**src/design/csm_pkg.sv**
```systemverilog
// Package of offsets, field layouts, reset values and carrier types for the config bank.
package csm_pkg;

    // ========================================================================
    // Register byte offsets within configuration space.
    localparam logic [11:0] CSM_OFF_SLOT_CAP2   = 12'h09c;
    localparam logic [11:0] CSM_OFF_SLOT_CTL2   = 12'h0a0;
    localparam logic [11:0] CSM_OFF_SUBSYS_HDR  = 12'h0a4;
    localparam logic [11:0] CSM_OFF_SUBSYS_IDS  = 12'h0a8;
    localparam logic [11:0] CSM_OFF_MSIX_CTL    = 12'h0b0;
    localparam logic [11:0] CSM_OFF_MSIX_TABLE  = 12'h0b4;
    localparam logic [11:0] CSM_OFF_MSIX_PEND   = 12'h0b8;
    localparam logic [11:0] CSM_OFF_VENDOR_HDR  = 12'h0c8;
    localparam logic [11:0] CSM_OFF_BAR0        = 12'h0e4;
    localparam logic [11:0] CSM_OFF_BAR2        = 12'h0e8;
    localparam logic [11:0] CSM_OFF_BAR3        = 12'h0ec;
    localparam logic [11:0] CSM_OFF_BAR4        = 12'h0f0;
    localparam logic [11:0] CSM_OFF_BAR5        = 12'h0f4;

    // ========================================================================
    // Capability header contents.
    localparam logic [7:0]  CSM_SUBSYS_CAP_ID   = 8'h0d;
    localparam logic [7:0]  CSM_SUBSYS_NEXT     = 8'hb0;
    localparam logic [7:0]  CSM_MSIX_CAP_ID     = 8'h11;
    localparam logic [7:0]  CSM_MSIX_NEXT       = 8'hc8;
    localparam logic [7:0]  CSM_VENDOR_CAP_ID   = 8'h09;
    localparam logic [7:0]  CSM_VENDOR_NEXT     = 8'h00;
    localparam logic [15:0] CSM_VENDOR_LEN      = 16'h0038;

    // ========================================================================
    // Field positions and widths.
    localparam int CSM_FNMASK_BIT   = 30;
    localparam int CSM_MSIXEN_BIT   = 31;
    localparam int CSM_EN_BIT       = 31;
    localparam int CSM_PREF_BIT     = 3;
    localparam int CSM_MODE_BIT     = 4;
    localparam int CSM_DOM_LSB      = 5;
    localparam int CSM_SIZE_LSB     = 20;
    localparam int CSM_LUT_INDEX_W  = 7;
    localparam logic [5:0] CSM_LUT_SHIFT = 6'h07;
    localparam logic [5:0] CSM_NO_SIZE   = 6'h20;

    // ========================================================================
    // Type encodings.
    localparam logic [1:0] CSM_BAR0_32  = 2'b10;
    localparam logic [1:0] CSM_BAR0_64  = 2'b11;
    localparam logic [1:0] CSM_PAIR_64  = 2'b10;

    // ========================================================================
    // Reset values and write masks.
    localparam logic [31:0] CSM_RST_TABLE = 32'h0000fe00;
    localparam logic [31:0] CSM_RST_PEND  = 32'h0000fe10;
    localparam logic [31:0] CSM_RST_MSIX  = 32'h00000000;
    localparam logic [31:0] CSM_RST_BAR0  = 32'h00000002;
    localparam logic [31:0] CSM_RST_LO    = 32'hfff00000;
    localparam logic [31:0] CSM_RST_HI    = 32'h00000000;
    localparam logic [31:0] CSM_WM_MSIX   = 32'hc0000000;
    localparam logic [31:0] CSM_WM_BAR0   = 32'h00000007;
    localparam logic [31:0] CSM_WM_LO     = 32'hfff001fe;
    localparam logic [31:0] CSM_WM_HI32   = 32'hfff001e8;
    localparam logic [31:0] CSM_WM_HI64   = 32'hffffffff;
    localparam logic [31:0] CSM_WM_LOC    = 32'hfffffff8;
    localparam logic [31:0] CSM_WM_ALL    = 32'hffffffff;

    // ========================================================================
    // Carrier types.
    typedef struct packed {
        logic        valid;
        logic        write;
        logic [11:0] addr;
        logic [3:0]  byteEn;
        logic [31:0] wdata;
    } csm_cfg_req_s;

    typedef struct packed {
        logic        valid;
        logic [11:0] addr;
        logic [31:0] data;
    } csm_preload_s;

    typedef struct packed {
        logic        enable;
        logic        is64;
        logic        prefetch;
        logic        direct;
        logic [3:0]  domain;
        logic [31:0] addrMask;
    } csm_window_s;

    typedef struct packed {
        logic        lutValid;
        logic        directValid;
        logic [6:0]  index;
    } csm_hit_s;

endpackage

```
**src/design/csm_cfg_bank.sv**
```systemverilog
// Config-space slice: subsystem ids, MSI-X capability and programmable BAR window setup.
// Overview of operation
// Subsystem header reads id 0Dh, next pointer B0h.
// Read-only vendor code 15:0, device code 31:16, preloadable.
// MSI-X header reads id 11h, next pointer C8h.
// Table-size field 26:16 reports vectors minus one.
// Function mask bit 30 masks every vector regardless of per-vector masks.
// MSI-X allowed only with bit 31 set and MSI off; then INTx blocked.
// Table locator reports BAR0 index 000b, offset default 0000_FE00h.
// Pending-array locator reports BAR0, offset default 0000_FE10h.
// Vendor header reads id 09h, next 00h, length 0038h.
// BAR0 type: 00 off, 01 reserved, 10 32-bit, 11 64-bit pair.
// BAR2/BAR4 bits 2:1: 00 32-bit, 10 64-bit pair; bit 3 prefetch.
// Bit 4 steers hits: 0 lookup table, 1 direct base translation.
// Software writes only domain numbers 0 to 11 into bits 8:5.
// Size bits 30:20 make matching BAR address bits writable or zero.
// Lookup window at least 1MB, split into 128 equal pages.
// Bit 31 is enable in 32-bit mode, extra size bit in 64-bit mode.
// Upper register in 32-bit mode is an independent BAR, type fixed 00b.
// Upper register in 64-bit mode holds upper size; bit 31 enables pair.
// BAR4/5 pair follows the same rules at F0h and F4h.
// Reserved fields and slot registers read zero and ignore writes.
`timescale 1ns/1ps

module csm_cfg_bank
    import csm_pkg::*;
#(
    parameter int          MSIX_VECTORS      = 1,
    parameter logic [15:0] SUBSYS_VENDOR_RST = 16'h0a5a, // Arbitrary value.
    parameter logic [15:0] SUBSYS_DEVICE_RST = 16'h5a0a  // Arbitrary value.
) (
    // Clock and reset.
    input  wire logic                      clk,
    input  wire logic                      rst_n,
    // Configuration access from the host.
    input  wire csm_cfg_req_s              cfgReq,
    output logic                           cfgAck,
    output logic [31:0]                    cfgRdata,
    // Nonvolatile preload (EEPROM or SMBus).
    input  wire csm_preload_s              preload,
    // Interrupt signalling controls.
    input  wire logic                      msiEnable,
    input  wire logic [MSIX_VECTORS-1:0]   vectorMask,
    output logic                           msixSendAllowed,
    output logic                           intxBlocked,
    output logic [MSIX_VECTORS-1:0]        vectorMasked,
    // Window setup toward the translation logic.
    output csm_window_s                    bar0Window,
    output csm_window_s [3:0]              pairWindows,
    // Inbound hit steering.
    input  wire logic                      hitValid,
    input  wire logic                      hitPair,
    input  wire logic [31:0]               hitOffset,
    output csm_hit_s                       hitResult
);

    // ========================================================================
    // Helpers.

    // Merge a write under byte enables and a per-register writable mask.
    function automatic logic [31:0] mergeWr(input logic [31:0] old, input logic [31:0] wd,
                                           input logic [3:0] be, input logic [31:0] m);
        logic [31:0] bm;
        bm = {{8{be[3]}}, {8{be[2]}}, {8{be[1]}}, {8{be[0]}}} & m;
        return (old & ~bm) | (wd & bm);
    endfunction

    // Lowest writable address bit of a window, which sets its size.
    function automatic logic [5:0] lowBit(input logic [11:0] m);
        logic [5:0] k;
        k = CSM_NO_SIZE;
        for (int i = 11; i >= 0; i--) begin
            if (m[i]) begin
                k = 6'(CSM_SIZE_LSB + i);
            end
        end
        return k;
    endfunction

    // ========================================================================
    // Write path decode. Preload wins over a host write in the same cycle.
    logic        hostWr;
    logic        wrEn;
    logic [11:0] wrAddr;
    logic [31:0] wrData;
    logic [3:0]  wrBe;
    logic        idsWr;
    logic        tblWr;
    logic        pendWr;
    logic        msixWr;
    logic        bar0Wr;

    assign hostWr = cfgReq.valid & cfgReq.write;
    assign wrEn   = preload.valid | hostWr;
    assign wrAddr = preload.valid ? preload.addr : cfgReq.addr;
    assign wrData = preload.valid ? preload.data : cfgReq.wdata;
    assign wrBe   = preload.valid ? 4'hf : cfgReq.byteEn;
    // Identifier and locator fields are read-only to the host, only preload moves them.
    assign idsWr  = preload.valid & (wrAddr[11:2] == CSM_OFF_SUBSYS_IDS[11:2]);
    assign tblWr  = preload.valid & (wrAddr[11:2] == CSM_OFF_MSIX_TABLE[11:2]);
    assign pendWr = preload.valid & (wrAddr[11:2] == CSM_OFF_MSIX_PEND[11:2]);
    assign msixWr = wrEn & (wrAddr[11:2] == CSM_OFF_MSIX_CTL[11:2]);
    assign bar0Wr = wrEn & (wrAddr[11:2] == CSM_OFF_BAR0[11:2]);

    // ========================================================================
    // Identifier, MSI-X and BAR0 storage.
    logic [31:0] ids_q;
    logic [31:0] table_q;
    logic [31:0] pend_q;
    logic [31:0] msix_q;
    logic [31:0] bar0_q;

    // Locator writes keep bits 2:0 at zero so both always point at BAR0.
    always_ff @(posedge clk) begin
        if (!rst_n) begin
            ids_q   <= {SUBSYS_DEVICE_RST, SUBSYS_VENDOR_RST};
            table_q <= CSM_RST_TABLE;
            pend_q  <= CSM_RST_PEND;
            msix_q  <= CSM_RST_MSIX;
            bar0_q  <= CSM_RST_BAR0;
        end else begin
            if (idsWr) ids_q <= mergeWr(ids_q, wrData, wrBe, CSM_WM_ALL);
            if (tblWr) table_q <= mergeWr(table_q, wrData, wrBe, CSM_WM_LOC);
            if (pendWr) pend_q <= mergeWr(pend_q, wrData, wrBe, CSM_WM_LOC);
            if (msixWr) msix_q <= mergeWr(msix_q, wrData, wrBe, CSM_WM_MSIX);
            if (bar0Wr) bar0_q <= mergeWr(bar0_q, wrData, wrBe, CSM_WM_BAR0);
        end
    end

    // ========================================================================
    // MSI-X signalling controls.
    logic fnMask;
    logic msixOn;

    assign fnMask          = msix_q[CSM_FNMASK_BIT];
    assign msixOn          = msix_q[CSM_MSIXEN_BIT];
    assign vectorMasked    = fnMask ? {MSIX_VECTORS{1'b1}} : vectorMask;
    assign msixSendAllowed = msixOn & ~msiEnable;
    assign intxBlocked     = msixOn & ~msiEnable;

    // BAR0 decode; the reserved code 01b leaves the window off.
    assign bar0Window.enable   = (bar0_q[1:0] == CSM_BAR0_32) | (bar0_q[1:0] == CSM_BAR0_64);
    assign bar0Window.is64     = bar0_q[1:0] == CSM_BAR0_64;
    assign bar0Window.prefetch = bar0_q[2];
    assign bar0Window.direct   = 1'b0;
    assign bar0Window.domain   = 4'h0;
    assign bar0Window.addrMask = 32'h00000000;

    // ========================================================================
    // BAR2/3 and BAR4/5 pairs share one structure.
    csm_window_s [3:0] winW;

    for (genvar p = 0; p < 2; p++) begin : g_pair
        localparam logic [11:0] LO_OFF = (p == 0) ? CSM_OFF_BAR2 : CSM_OFF_BAR4;
        localparam logic [11:0] HI_OFF = (p == 0) ? CSM_OFF_BAR3 : CSM_OFF_BAR5;
        logic [31:0] lo_q;
        logic [31:0] hi_q;
        logic        is64;
        logic [31:0] hiWm;
        logic [31:0] hiRd;
        logic        pairEn;
        logic        loWr;
        logic        hiWr;

        assign is64   = lo_q[2:1] == CSM_PAIR_64;
        assign hiWm   = is64 ? CSM_WM_HI64 : CSM_WM_HI32;
        assign hiRd   = hi_q & hiWm;
        assign pairEn = hi_q[CSM_EN_BIT];
        assign loWr   = wrEn & (wrAddr[11:2] == LO_OFF[11:2]);
        assign hiWr   = wrEn & (wrAddr[11:2] == HI_OFF[11:2]);

        // Upper reserved bits written in 32-bit mode are dropped, so a later mode
        // change never exposes stale values.
        always_ff @(posedge clk) begin
            if (!rst_n) begin
                lo_q <= CSM_RST_LO;
                hi_q <= CSM_RST_HI;
            end else begin
                if (loWr) lo_q <= mergeWr(lo_q, wrData, wrBe, CSM_WM_LO);
                if (hiWr) hi_q <= mergeWr(hi_q, wrData, wrBe, hiWm);
            end
        end

        // Lower window: bit 31 enables alone, or joins the size mask when paired.
        assign winW[2*p].enable   = is64 ? pairEn : lo_q[CSM_EN_BIT];
        assign winW[2*p].is64     = is64;
        assign winW[2*p].prefetch = lo_q[CSM_PREF_BIT];
        assign winW[2*p].direct   = lo_q[CSM_MODE_BIT];
        assign winW[2*p].domain   = lo_q[CSM_DOM_LSB+3:CSM_DOM_LSB];
        assign winW[2*p].addrMask = (is64 ? {lo_q[31], lo_q[30:20], 20'h00000}
                                          : {1'b1, lo_q[30:20], 20'h00000})
                                    & {32{winW[2*p].enable}};
        // Upper window: an independent BAR, or the top half of the pair.
        assign winW[2*p+1].enable   = pairEn;
        assign winW[2*p+1].is64     = is64;
        assign winW[2*p+1].prefetch = is64 ? lo_q[CSM_PREF_BIT] : hi_q[CSM_PREF_BIT];
        assign winW[2*p+1].direct   = is64 ? lo_q[CSM_MODE_BIT] : 1'b1;
        assign winW[2*p+1].domain   = is64 ? lo_q[CSM_DOM_LSB+3:CSM_DOM_LSB]
                                           : hi_q[CSM_DOM_LSB+3:CSM_DOM_LSB];
        assign winW[2*p+1].addrMask = (is64 ? {1'b1, hi_q[30:0]}
                                            : {1'b1, hi_q[30:20], 20'h00000})
                                      & {32{pairEn}};
    end

    assign pairWindows = winW;

    // ========================================================================
    // Inbound hit steering and lookup page index.
    logic        selEn;
    logic        selDirect;
    logic [31:0] selMask;
    logic [5:0]  winLsb;
    logic [5:0]  pageShift;
    logic [6:0]  pageIndex;
    csm_hit_s    hit_q;

    assign selEn     = hitPair ? winW[2].enable : winW[0].enable;
    assign selDirect = hitPair ? winW[2].direct : winW[0].direct;
    assign selMask   = hitPair ? winW[2].addrMask : winW[0].addrMask;
    // Size bits start at 20, so a window is never under 1MB and a page never under 8KB.
    assign winLsb    = lowBit(selMask[31:20]);
    assign pageShift = winLsb - CSM_LUT_SHIFT;
    assign pageIndex = 7'(hitOffset >> pageShift);

    always_ff @(posedge clk) begin
        if (!rst_n) begin
            hit_q <= '0;
        end else begin
            hit_q.lutValid    <= hitValid & selEn & ~selDirect;
            hit_q.directValid <= hitValid & selEn & selDirect;
            hit_q.index       <= pageIndex;
        end
    end

    assign hitResult = hit_q;

    // ========================================================================
    // Read data selection; anything unlisted, slot registers included, reads zero.
    logic [31:0] rdMux;
    logic [31:0] ack_d;
    logic [31:0] rdata_q;
    logic        ack_q;

    always_comb begin
        rdMux = 32'h00000000;
        ack_d = 32'h00000000;
        if (cfgReq.addr[11:2] == CSM_OFF_SUBSYS_HDR[11:2]) begin
            rdMux = {16'h0000, CSM_SUBSYS_NEXT, CSM_SUBSYS_CAP_ID};
        end else if (cfgReq.addr[11:2] == CSM_OFF_SUBSYS_IDS[11:2]) begin
            rdMux = ids_q;
        end else if (cfgReq.addr[11:2] == CSM_OFF_MSIX_CTL[11:2]) begin
            rdMux = {msix_q[31:30], 3'h0, 11'(MSIX_VECTORS - 1),
                     CSM_MSIX_NEXT, CSM_MSIX_CAP_ID};
        end else if (cfgReq.addr[11:2] == CSM_OFF_MSIX_TABLE[11:2]) begin
            rdMux = table_q;
        end else if (cfgReq.addr[11:2] == CSM_OFF_MSIX_PEND[11:2]) begin
            rdMux = pend_q;
        end else if (cfgReq.addr[11:2] == CSM_OFF_VENDOR_HDR[11:2]) begin
            rdMux = {CSM_VENDOR_LEN, CSM_VENDOR_NEXT, CSM_VENDOR_CAP_ID};
        end else if (cfgReq.addr[11:2] == CSM_OFF_BAR0[11:2]) begin
            rdMux = bar0_q;
        end else if (cfgReq.addr[11:2] == CSM_OFF_BAR2[11:2]) begin
            rdMux = g_pair[0].lo_q;
        end else if (cfgReq.addr[11:2] == CSM_OFF_BAR3[11:2]) begin
            rdMux = g_pair[0].hiRd;
        end else if (cfgReq.addr[11:2] == CSM_OFF_BAR4[11:2]) begin
            rdMux = g_pair[1].lo_q;
        end else if (cfgReq.addr[11:2] == CSM_OFF_BAR5[11:2]) begin
            rdMux = g_pair[1].hiRd;
        end
    end

    // Every access is answered one cycle later; write data reads back as zero.
    always_ff @(posedge clk) begin
        if (!rst_n) begin
            rdata_q <= 32'h00000000;
            ack_q   <= 1'b0;
        end else begin
            ack_q   <= cfgReq.valid;
            rdata_q <= (cfgReq.valid & ~cfgReq.write) ? rdMux : ack_d;
        end
    end

    assign cfgAck   = ack_q;
    assign cfgRdata = rdata_q;

    logic rdReq;
    assign rdReq = cfgReq.valid & ~cfgReq.write;
endmodule

```
**config.mk**
```make
export PLATFORM = sky130hd
export DESIGN_NAME = csm_cfg_bank
export DESIGN_NICKNAME = d
export VERILOG_FILES = /design/src/design/csm_pkg.sv /design/src/design/csm_cfg_bank.sv
export SDC_FILE = /design/constraint.sdc
export NUM_CORES = 1
export LEC_CHECK = 0
export BUFFER_PORTS_ARGS = -buffer_cell sky130_fd_sc_hd__buf_2
export CAP_MARGIN = 15
export CORE_ASPECT_RATIO = 1.4
export CORE_MARGIN = 3
export CORE_UTILIZATION = 38
export CTS_CLUSTER_SIZE = 25
export DETAILED_ROUTE_END_ITERATION = 8
export GPL_TIMING_DRIVEN = 1
export MAX_ROUTING_LAYER = met4
export PLACE_DENSITY = 0.67
export SLEW_MARGIN = 30
export SYNTH_ARGS = -nofsm -noshare
export SYNTH_HDL_FRONTEND = slang
export SYNTH_SLANG_ARGS = --single-unit
```
**constraint.sdc**
```tcl
create_clock -name clk -period 11.91 [get_ports clk]
set_input_delay 2.382 -clock clk [delete_from_list [all_inputs] [get_ports clk]]
set_output_delay 2.382 -clock clk [all_outputs]
set_load 0.03 [all_outputs]
```
==> results of run 1 <==
==> power by group through the flow <==
stage | Sequential [mW] | Clock [mW] | Combinational [mW]
after floorplan | 0.832 | 0 | 0.125
after global placement | 0.828 | 0 | 0.159
after detailed placement | 0.828 | 0 | 0.161
after CTS | 0.810 | 0.852 | 0.161
after global routing | 0.809 | 0.886 | 0.174
final | 0.810 | 0.842 | 0.163
==> metrics by stage <==
step	utilization, %	setup slack, ns	power (mW)
floorplan	-	6.26	0.957
global placement	42.7	4.99	0.987
detailed placement	42.8	5.34	0.988
CTS	45.4	5.90	1.82
global route	45.4	5.49	1.87
finish	45.4	5.82	1.81
==> how the worst max path moves through the flow <==
stage | slack (ns) | end | from | depth (start not counted)
after floorplan | 6.26 | hitResult[1] | hitPair | 14
after global placement | 4.99 | hitResult[3] | hitPair | 13
after detailed placement | 5.34 | hitResult[3] | hitPair | 13
after CTS | 5.90 | hitResult[3] | hitPair | 13
after global routing | 5.49 | hitResult[3] | hitPair | 13
final | 5.82 | hitResult[3] | hitPair | 13
==> worst reg2reg max path, cell delays in order, from the launching register on <==
cell and delay [ns]:
dfxtp_1 0.55, and3b_1 0.34, a21oi_2 0.56, nor2b_1 0.24
o31a_1 0.42, nand2_2 0.55, ha_1 0.40, or2_2 0.36
and4_1 0.71, a211oi_1 0.17, a2111oi_1 0.47, nor4_1 0.09
o22ai_1 0.13
==> synth_stat cells, types with 3 or more instances <==
cell type | instances | area share (%)
dfxtp_1 | 241 | 37
o22ai_1 | 7 | 0.34
nand2b_1 | 14 | 0.67
a21oi_1 | 37 | 1.4
clkbuf_1 | 75 | 2.2
or2_2 | 10 | 0.48
o21ai_0 | 41 | 1.6
buf_6 | 6 | 0.52
mux4_2 | 18 | 3.1
a222oi_1 | 15 | 1.2
mux2i_1 | 50 | 3.8
a311oi_1 | 5 | 0.34
nand3_1 | 9 | 0.35
and3_1 | 3 | 0.14
o32ai_1 | 3 | 0.20
a2111oi_0 | 4 | 0.27
buf_1 | 7 | 0.20
nor3_1 | 19 | 0.73
inv_2 | 3 | 0.086
o211ai_1 | 34 | 2.0
nor4_1 | 8 | 0.38
mux2_2 | 7 | 0.60
buf_2 | 7 | 0.27
a211o_1 | 3 | 0.20
inv_1 | 16 | 0.46
a22oi_1 | 43 | 2.5
o211a_1 | 142 | 11
a41oi_1 | 4 | 0.27
and2_1 | 72 | 3.5
nand2_1 | 274 | 7.9
nor3b_1 | 3 | 0.17
buf_4 | 104 | 6.0
or3_1 | 3 | 0.14
a211oi_1 | 7 | 0.40
a221oi_1 | 16 | 1.1
a31oi_1 | 25 | 1.2
o21ai_1 | 3 | 0.12
nor2_1 | 61 | 1.8
nor2b_1 | 16 | 0.77
==> final cells by class <==
class	count	area [µm²]
fillers	3304	18300
multi-input cells	1087	7260
flip-flops and latches	241	4820
repair buffers	311	1630
clock buffers	36	729
well taps	445	557
clock inverters	11	141
inverters	19	71.3
diodes	1	2.50
==> metal layers <==
layer  up-vias  track usage (%)
met5         -                -
met4         0             11.6
met3       130             3.57
met2       673             42.6
met1      5846             27.8
li1       5631                -
==> cells by family (layout without fill, tap and decap cells) <==
logic type	Yosys count	count (layout)	synth area share (%)
other	1	78	0.0288
AND/OR/NAND/NOR	516	516	18.9
multiplexers	75	75	7.56
AO/OA/AOI/OAI	418	418	26.4
flip-flops	241	241	37.0
buffers and inverters	222	377	9.99
adder cells (fa/ha/maj)	1	1	0.0960
==> flow_summary.yaml, run 1 <==
worst_setup_path:
  cpPeakStageDelay_ns: 0.70
  crit_family: "simple AND/OR/NAND/NOR gates"
  cp_max_fo: 32
  cp.required_ns: 12.38
  r2r_end: "hitResult[3]"
  ff2ff_path_depth: 12
  worstPathCellList: "buf_2 -> inv_1 -> o21ai_0 -> o32ai_1 -> o21bai_2 -> nand2_2 -> ha_1 -> or2_2 -> and4_1 -> a211oi_1 -> a2111oi_1 -> nor4_1 -> o22ai_1"
  critPathKind: "input pin to register"
  crit_slowest_cell: "and4_1"
  critPathArrivalTime_ns: 6.57
  r2r_slack_ns: 6.86
  start_kind: "input pin"
  critPathCaptureType: "register"
  worst-path-buf-inv: 2
route:
  vias: 12300
  wl_met1_um: 17700
  wirelength_um: 46300
  drt_iter0_markers: 1215
  via_per_inst: 5.71
  drtPass1Iterations: 9
  wl_met2_um: 22800
  wl_met3_um: 3640
  ant_nets: 0
  drcViolationCount: 0
  wire_per_inst_um: 21.5
  highest_layer: "met4"
layout:
  fin_cells: 2151
  final_area_um2: 15200
  final_common_cell: "buf_2"
  drive_above_1_share_pct: 24.9
  nNetsFinal: 1820
  mostFrequentLayoutCells: "buf_2, nand2_1, dfxtp_1, o211a_1, conb_1"
  syn2layout_area_growth_pct: 16.7
yosys:
  yosysWarnings: 0
  ys_seq_area_share_pct: 37.0
  yosys_register_bits: 241
  synth_flop_cell: "dfxtp_1"
  synth_edf_count: 0
  ys_async_sr_fraction_pct: 0
  synth_area_um2: 13000
  syn_avg_cell_area_um2: 8.84
  ys_types: 84
  synthCells: 1474
min_path:
  hp-class: "register to register"
  holdPathStages: 2
power:
  leakage_nw: 8.05
  p_comb_share_pct: 9.0
  ir_drop_mv: 0.0905
  clockPowerShare_pct: 46.4
  power_frac_seq_pct: 44.6
  switching_share_pct: 25.6
  power.switching_mw: 0.464
  p_int_mw: 1.35
  cellPowerDensity_nw_per_um2: 119
clocking:
  cts_hold_buffers: 0
  clock_sinks: 241
  numCtsBuffers: 26
  cts_tree: "built"
  insertion_delay_ns: 0.55
  post_cts_buffers: 0
  cts_root_buffer: "clkbuf_16"
  clk_pin_slew_ns: 0.07
  htreeDepth: 1
  cts_resized: 0
  clk_path_buf_depth: 3
floorplanning:
  core_region_area_um2: 33500
  num_rows: 79
  fp.dieH_um: 225
  fp.dieArea_um2: 36600
  die_width_um: 163
  io_pins: 378
  initial_core_util_pct: 38.9
grt:
  grt_first_pass_wirelength_um: 68200
  antenna_found_initial: 2
  overflow: 0
  grt_pass1_vias: 11800
  track_usage_pct: 24.6
  grt_max_degree: 116
timing:
  fin_skew_ns: 0.0195
  slew_headroom_pct: 32.0
  min_period_over_period_pct: 51.1
  hold_viol: 0
  setup_tns_ns: 0
  timing.hold.ws_ns: 0.484
  tightest_slew_ns: 1.02
  fmax_mhz: 164
  timing.final.max_slew_violations: 0
  setup_viol_count_final: 0
  min_period_ns: 6.09
  rsz0062_at_grt: "no"
placement:
  postPlaceCellArea_um2: 14300
  portBuffers: 293
  dp.cells: 2103
  dp_hpwl_um: 33100
  place_congestion: 0.971
outcome:
  outcome: "finished, final reports clean"
flow_run:
  maxCapViolCount: 0
Note: power is estimated with default switching activity, not from simulation.
==> run 2, diff against run 1 <==
- ABC_AREA: unset -> 1
- PLACE_DENSITY: 0.67 -> 0.69
- clock period: 11.91 -> 5 ns (I/O delays scaled with it)
==> run 2 against run 1 <==
Compared with the run above:
- via count up 16%
- first-iteration DRC count is 44% higher
- combinational power is 140% higher
- synthesized area increased by 1.0%
- cell area rose by 1.3%
- die area increased by 1.0%
- sequential share of layout area decreased by 0.41 points
- clock power is 120% higher
- sequential power rose by 140%
- power is 130% higher
- non-clock buffer count is 22 higher
- global-route usage increased by 2.3 points
- critical path type is now register to register
==> flow_summary.yaml, run 2 <==
timing:
  layout_setup_ws_ns: 1.08
  setup_tns_ns: 0
  min_period_ns: 3.92
  hold_viol: 0
  min_period_over_period_pct: 78.4
  rsz0062_at_grt: "no"
  fmax_mhz: 255
  tightest_slew_ns: 0.983
  fin_skew_ns: 0.00997
  setup_viol_count_final: 0
  timing.final.max_slew_violations: 0
  timing.hold.ws_ns: 0.453
  slew_headroom_pct: 33.8
power:
  clockPowerShare_pct: 44.7
  leakage_nw: 7.09
  p_int_mw: 3.13
  p_comb_share_pct: 9.3
  cellPowerDensity_nw_per_um2: 272
  power_frac_seq_pct: 46.0
  power.switching_mw: 1.06
  switching_share_pct: 25.3
  ir_drop_mv: 0.260
yosys:
  synth-compound-area-share_pct: 22.6
  yosysMostFrequentCell: "nand2_1"
  ys_seq_area_share_pct: 36.6
  synthAdderAreaFrac_pct: 0.0950
  syn_avg_cell_area_um2: 6.60
  synth_area_um2: 13200
  yosysWarnings: 0
  synth_top_cells_by_count: "nand2_1, inv_1, dfxtp_1"
  ys_types: 41
  synth_top_area_share_pct: 36.6
  synth_flop_cell: "dfxtp_1"
  yosys_register_bits: 241
  synth_edf_count: 0
  ys_async_sr_fraction_pct: 0
  synth.top_cells.by_area: "dfxtp_1, nand2_1, o21ai_0"
  synth-simple-area-share_pct: 23.7
  synth_top_family_by_area: "simple AND/OR/NAND/NOR gates"
  yosysTopAreaCell: "dfxtp_1"
  synth_mux_area_share_pct: 0
  synth-xor-area-share_pct: 0.209
  synthCells: 1996
grt:
  grt_first_pass_wirelength_um: 74700
  grt_pass1_vias: 13300
  track_usage_pct: 26.9
  overflow: 0
  grt_max_degree: 90
  antenna_found_initial: 1
route:
  vias: 14300
  drtPass1Iterations: 5
  drcViolationCount: 0
  drt_iter0_markers: 1752
  via_per_inst: 5.30
  ant_nets: 0
  wire_per_inst_um: 18.9
  wirelength_um: 50800
floorplanning:
  core_region_area_um2: 34100
  initial_core_util_pct: 38.6
  fp.dieH_um: 226
  fp.dieArea_um2: 37000
  die_width_um: 163
  io_pins: 378
  num_rows: 80
worst_setup_path:
  cpMostUsedCell: "nand2_1"
  critPathCaptureType: "register"
  worstPathCellList: "nand3_1 -> nand2_1 -> nand3_1 -> nand3_1 -> nand2_1 -> nand2_1 -> nand2_1 -> nand2_1 -> nand2_1 -> nand2_1 -> nand2_1 -> nand2_1 -> nand2_2 -> nand2_2 -> inv_1 -> ha_1 -> xor2_4 -> nor2_1 -> nand3_1 -> nand2_1 -> nor2_1 -> nand2_1 -> nand3_1 -> a21oi_1"
  critPathKind: "register to register"
  cpPeakStageDelay_ns: 0.66
  start_kind: "register"
  cp.required_ns: 5.43
  cp_max_fo: 16
  critPathArrivalTime_ns: 4.36
  crit_slowest_cell: "dfxtp_1"
clocking:
  post_cts_buffers: 0
  numCtsBuffers: 24
  insertion_delay_ns: 0.52
  clk_pin_slew_ns: 0.06
  cts_tree: "built"
  clk_path_buf_depth: 3
  cts_hold_buffers: 0
  cts_resized: 0
  htreeDepth: 1
  clock_sinks: 241
  cts_root_buffer: "clkbuf_16"
placement:
  dp_hpwl_um: 38900
  pre_cts_slack_ns: 0.911
  postPlaceCellArea_um2: 14600
  portBuffers: 296
  place_congestion: 0.946
flow_run:
  maxCapViolCount: 0
layout:
  post-route-util_pct: 45.2
  nNetsFinal: 2360
  mostFrequentLayoutCells: "nand2_1, buf_2, inv_1, dfxtp_1, o21ai_0"
  final_area_um2: 15400
  final_common_cell: "nand2_1"
  syn2layout_area_growth_pct: 17.1
  fillerInstances: 3623
  drive_above_1_share_pct: 18.3
min_path:
  hp-class: "register to register"
outcome:
  outcome: "finished, final reports clean"
[run 2: changes by cell type in the layout (fill, tap and decap cells not counted), sizes merged, moves of 20 or more]
cell | before | now
o22ai | 7 | 27
o21ai | 44 | 239
o211a | 142 | 0
inv | 20 | 267
a21oi | 39 | 174
and2 | 72 | 0
nand3 | 9 | 180
a22oi | 43 | 2
mux2i | 50 | 0
nor2 | 62 | 187
nand2 | 274 | 328
buf | 311 | 333
[run 2: power by group through the flow]
stage	Sequential, mW	Combinational (mW)	Clock [mW]
2_1_floorplan	1.98	0.278	0
3_3_place_gp	1.97	0.383	0
3_5_place_dp	1.97	0.386	0
4_1_cts	1.93	0.387	1.89
5_1_grt	1.93	0.424	1.96
6_report	1.93	0.390	1.87
[run 2: path summary, 6_finish.rpt]
check | end | slack [ns] | cells past startpoint
setup / recovery | hitResult[3] | 1.08 | 24
hold reg to reg | register | 0.45 | 2
hold / removal | register | 0.45 | 2
setup reg to reg | hitResult[3] | 1.08 | 24
[run 2: per-layer routing]
layer | GRT usage, % | share of wire (%) | vias to the layer above
met1 | 29.6 | 37 | 6498
met4 | 17.7 | 7.5 | 0
li1 | - | - | 6859
met3 | 2.30 | 6.7 | 170
met2 | 46.4 | 49 | 738
met5 | - | 0 | -
[run 2: through the flow]
step	std cells	power [mW]
CTS	2692	4.20
global placement	2651	2.35
finish	2693	4.19
detailed placement	2651	2.36
global route	2693	4.31
floorplan	2072	2.26
[run 2: final cells by class]
type                       instances  area (µm²)  share of cell area, %
multi-input combinational       1353        6430                   41.7
sequential                       241        4820                   31.3
timing repair buffer             333        1760                   11.4
inverter                         273        1020                   6.65
clock buffer                      31         678                   4.40
tap                              451         564                   3.66
clock inverter                    10         125                  0.812
antenna                            1        2.50                 0.0162
[run 2: worst max-delay path, delay by kind of cell (launching register included)]
kind / cells / cell delay [ns]
flip-flops: 1 / 0.66
AND/OR/NAND/NOR: 20 / 2.36
AO/OA/AOI/OAI: 1 / 0.24
adder cells (fa/ha/maj): 1 / 0.24
XOR/XNOR: 1 / 0.26
buffers and inverters: 1 / 0.04
[run 2: logic make-up (layout without fill, tap and decap cells)]
logic type	after synthesis	count (layout)
and+or+nand+nor	741	741
AOI/OAI and AO/OA	533	533
buffers and inverters	478	647
DFF	241	241
adders and majority gates	1	1
other	1	78
xor gates and xnor gates	1	1
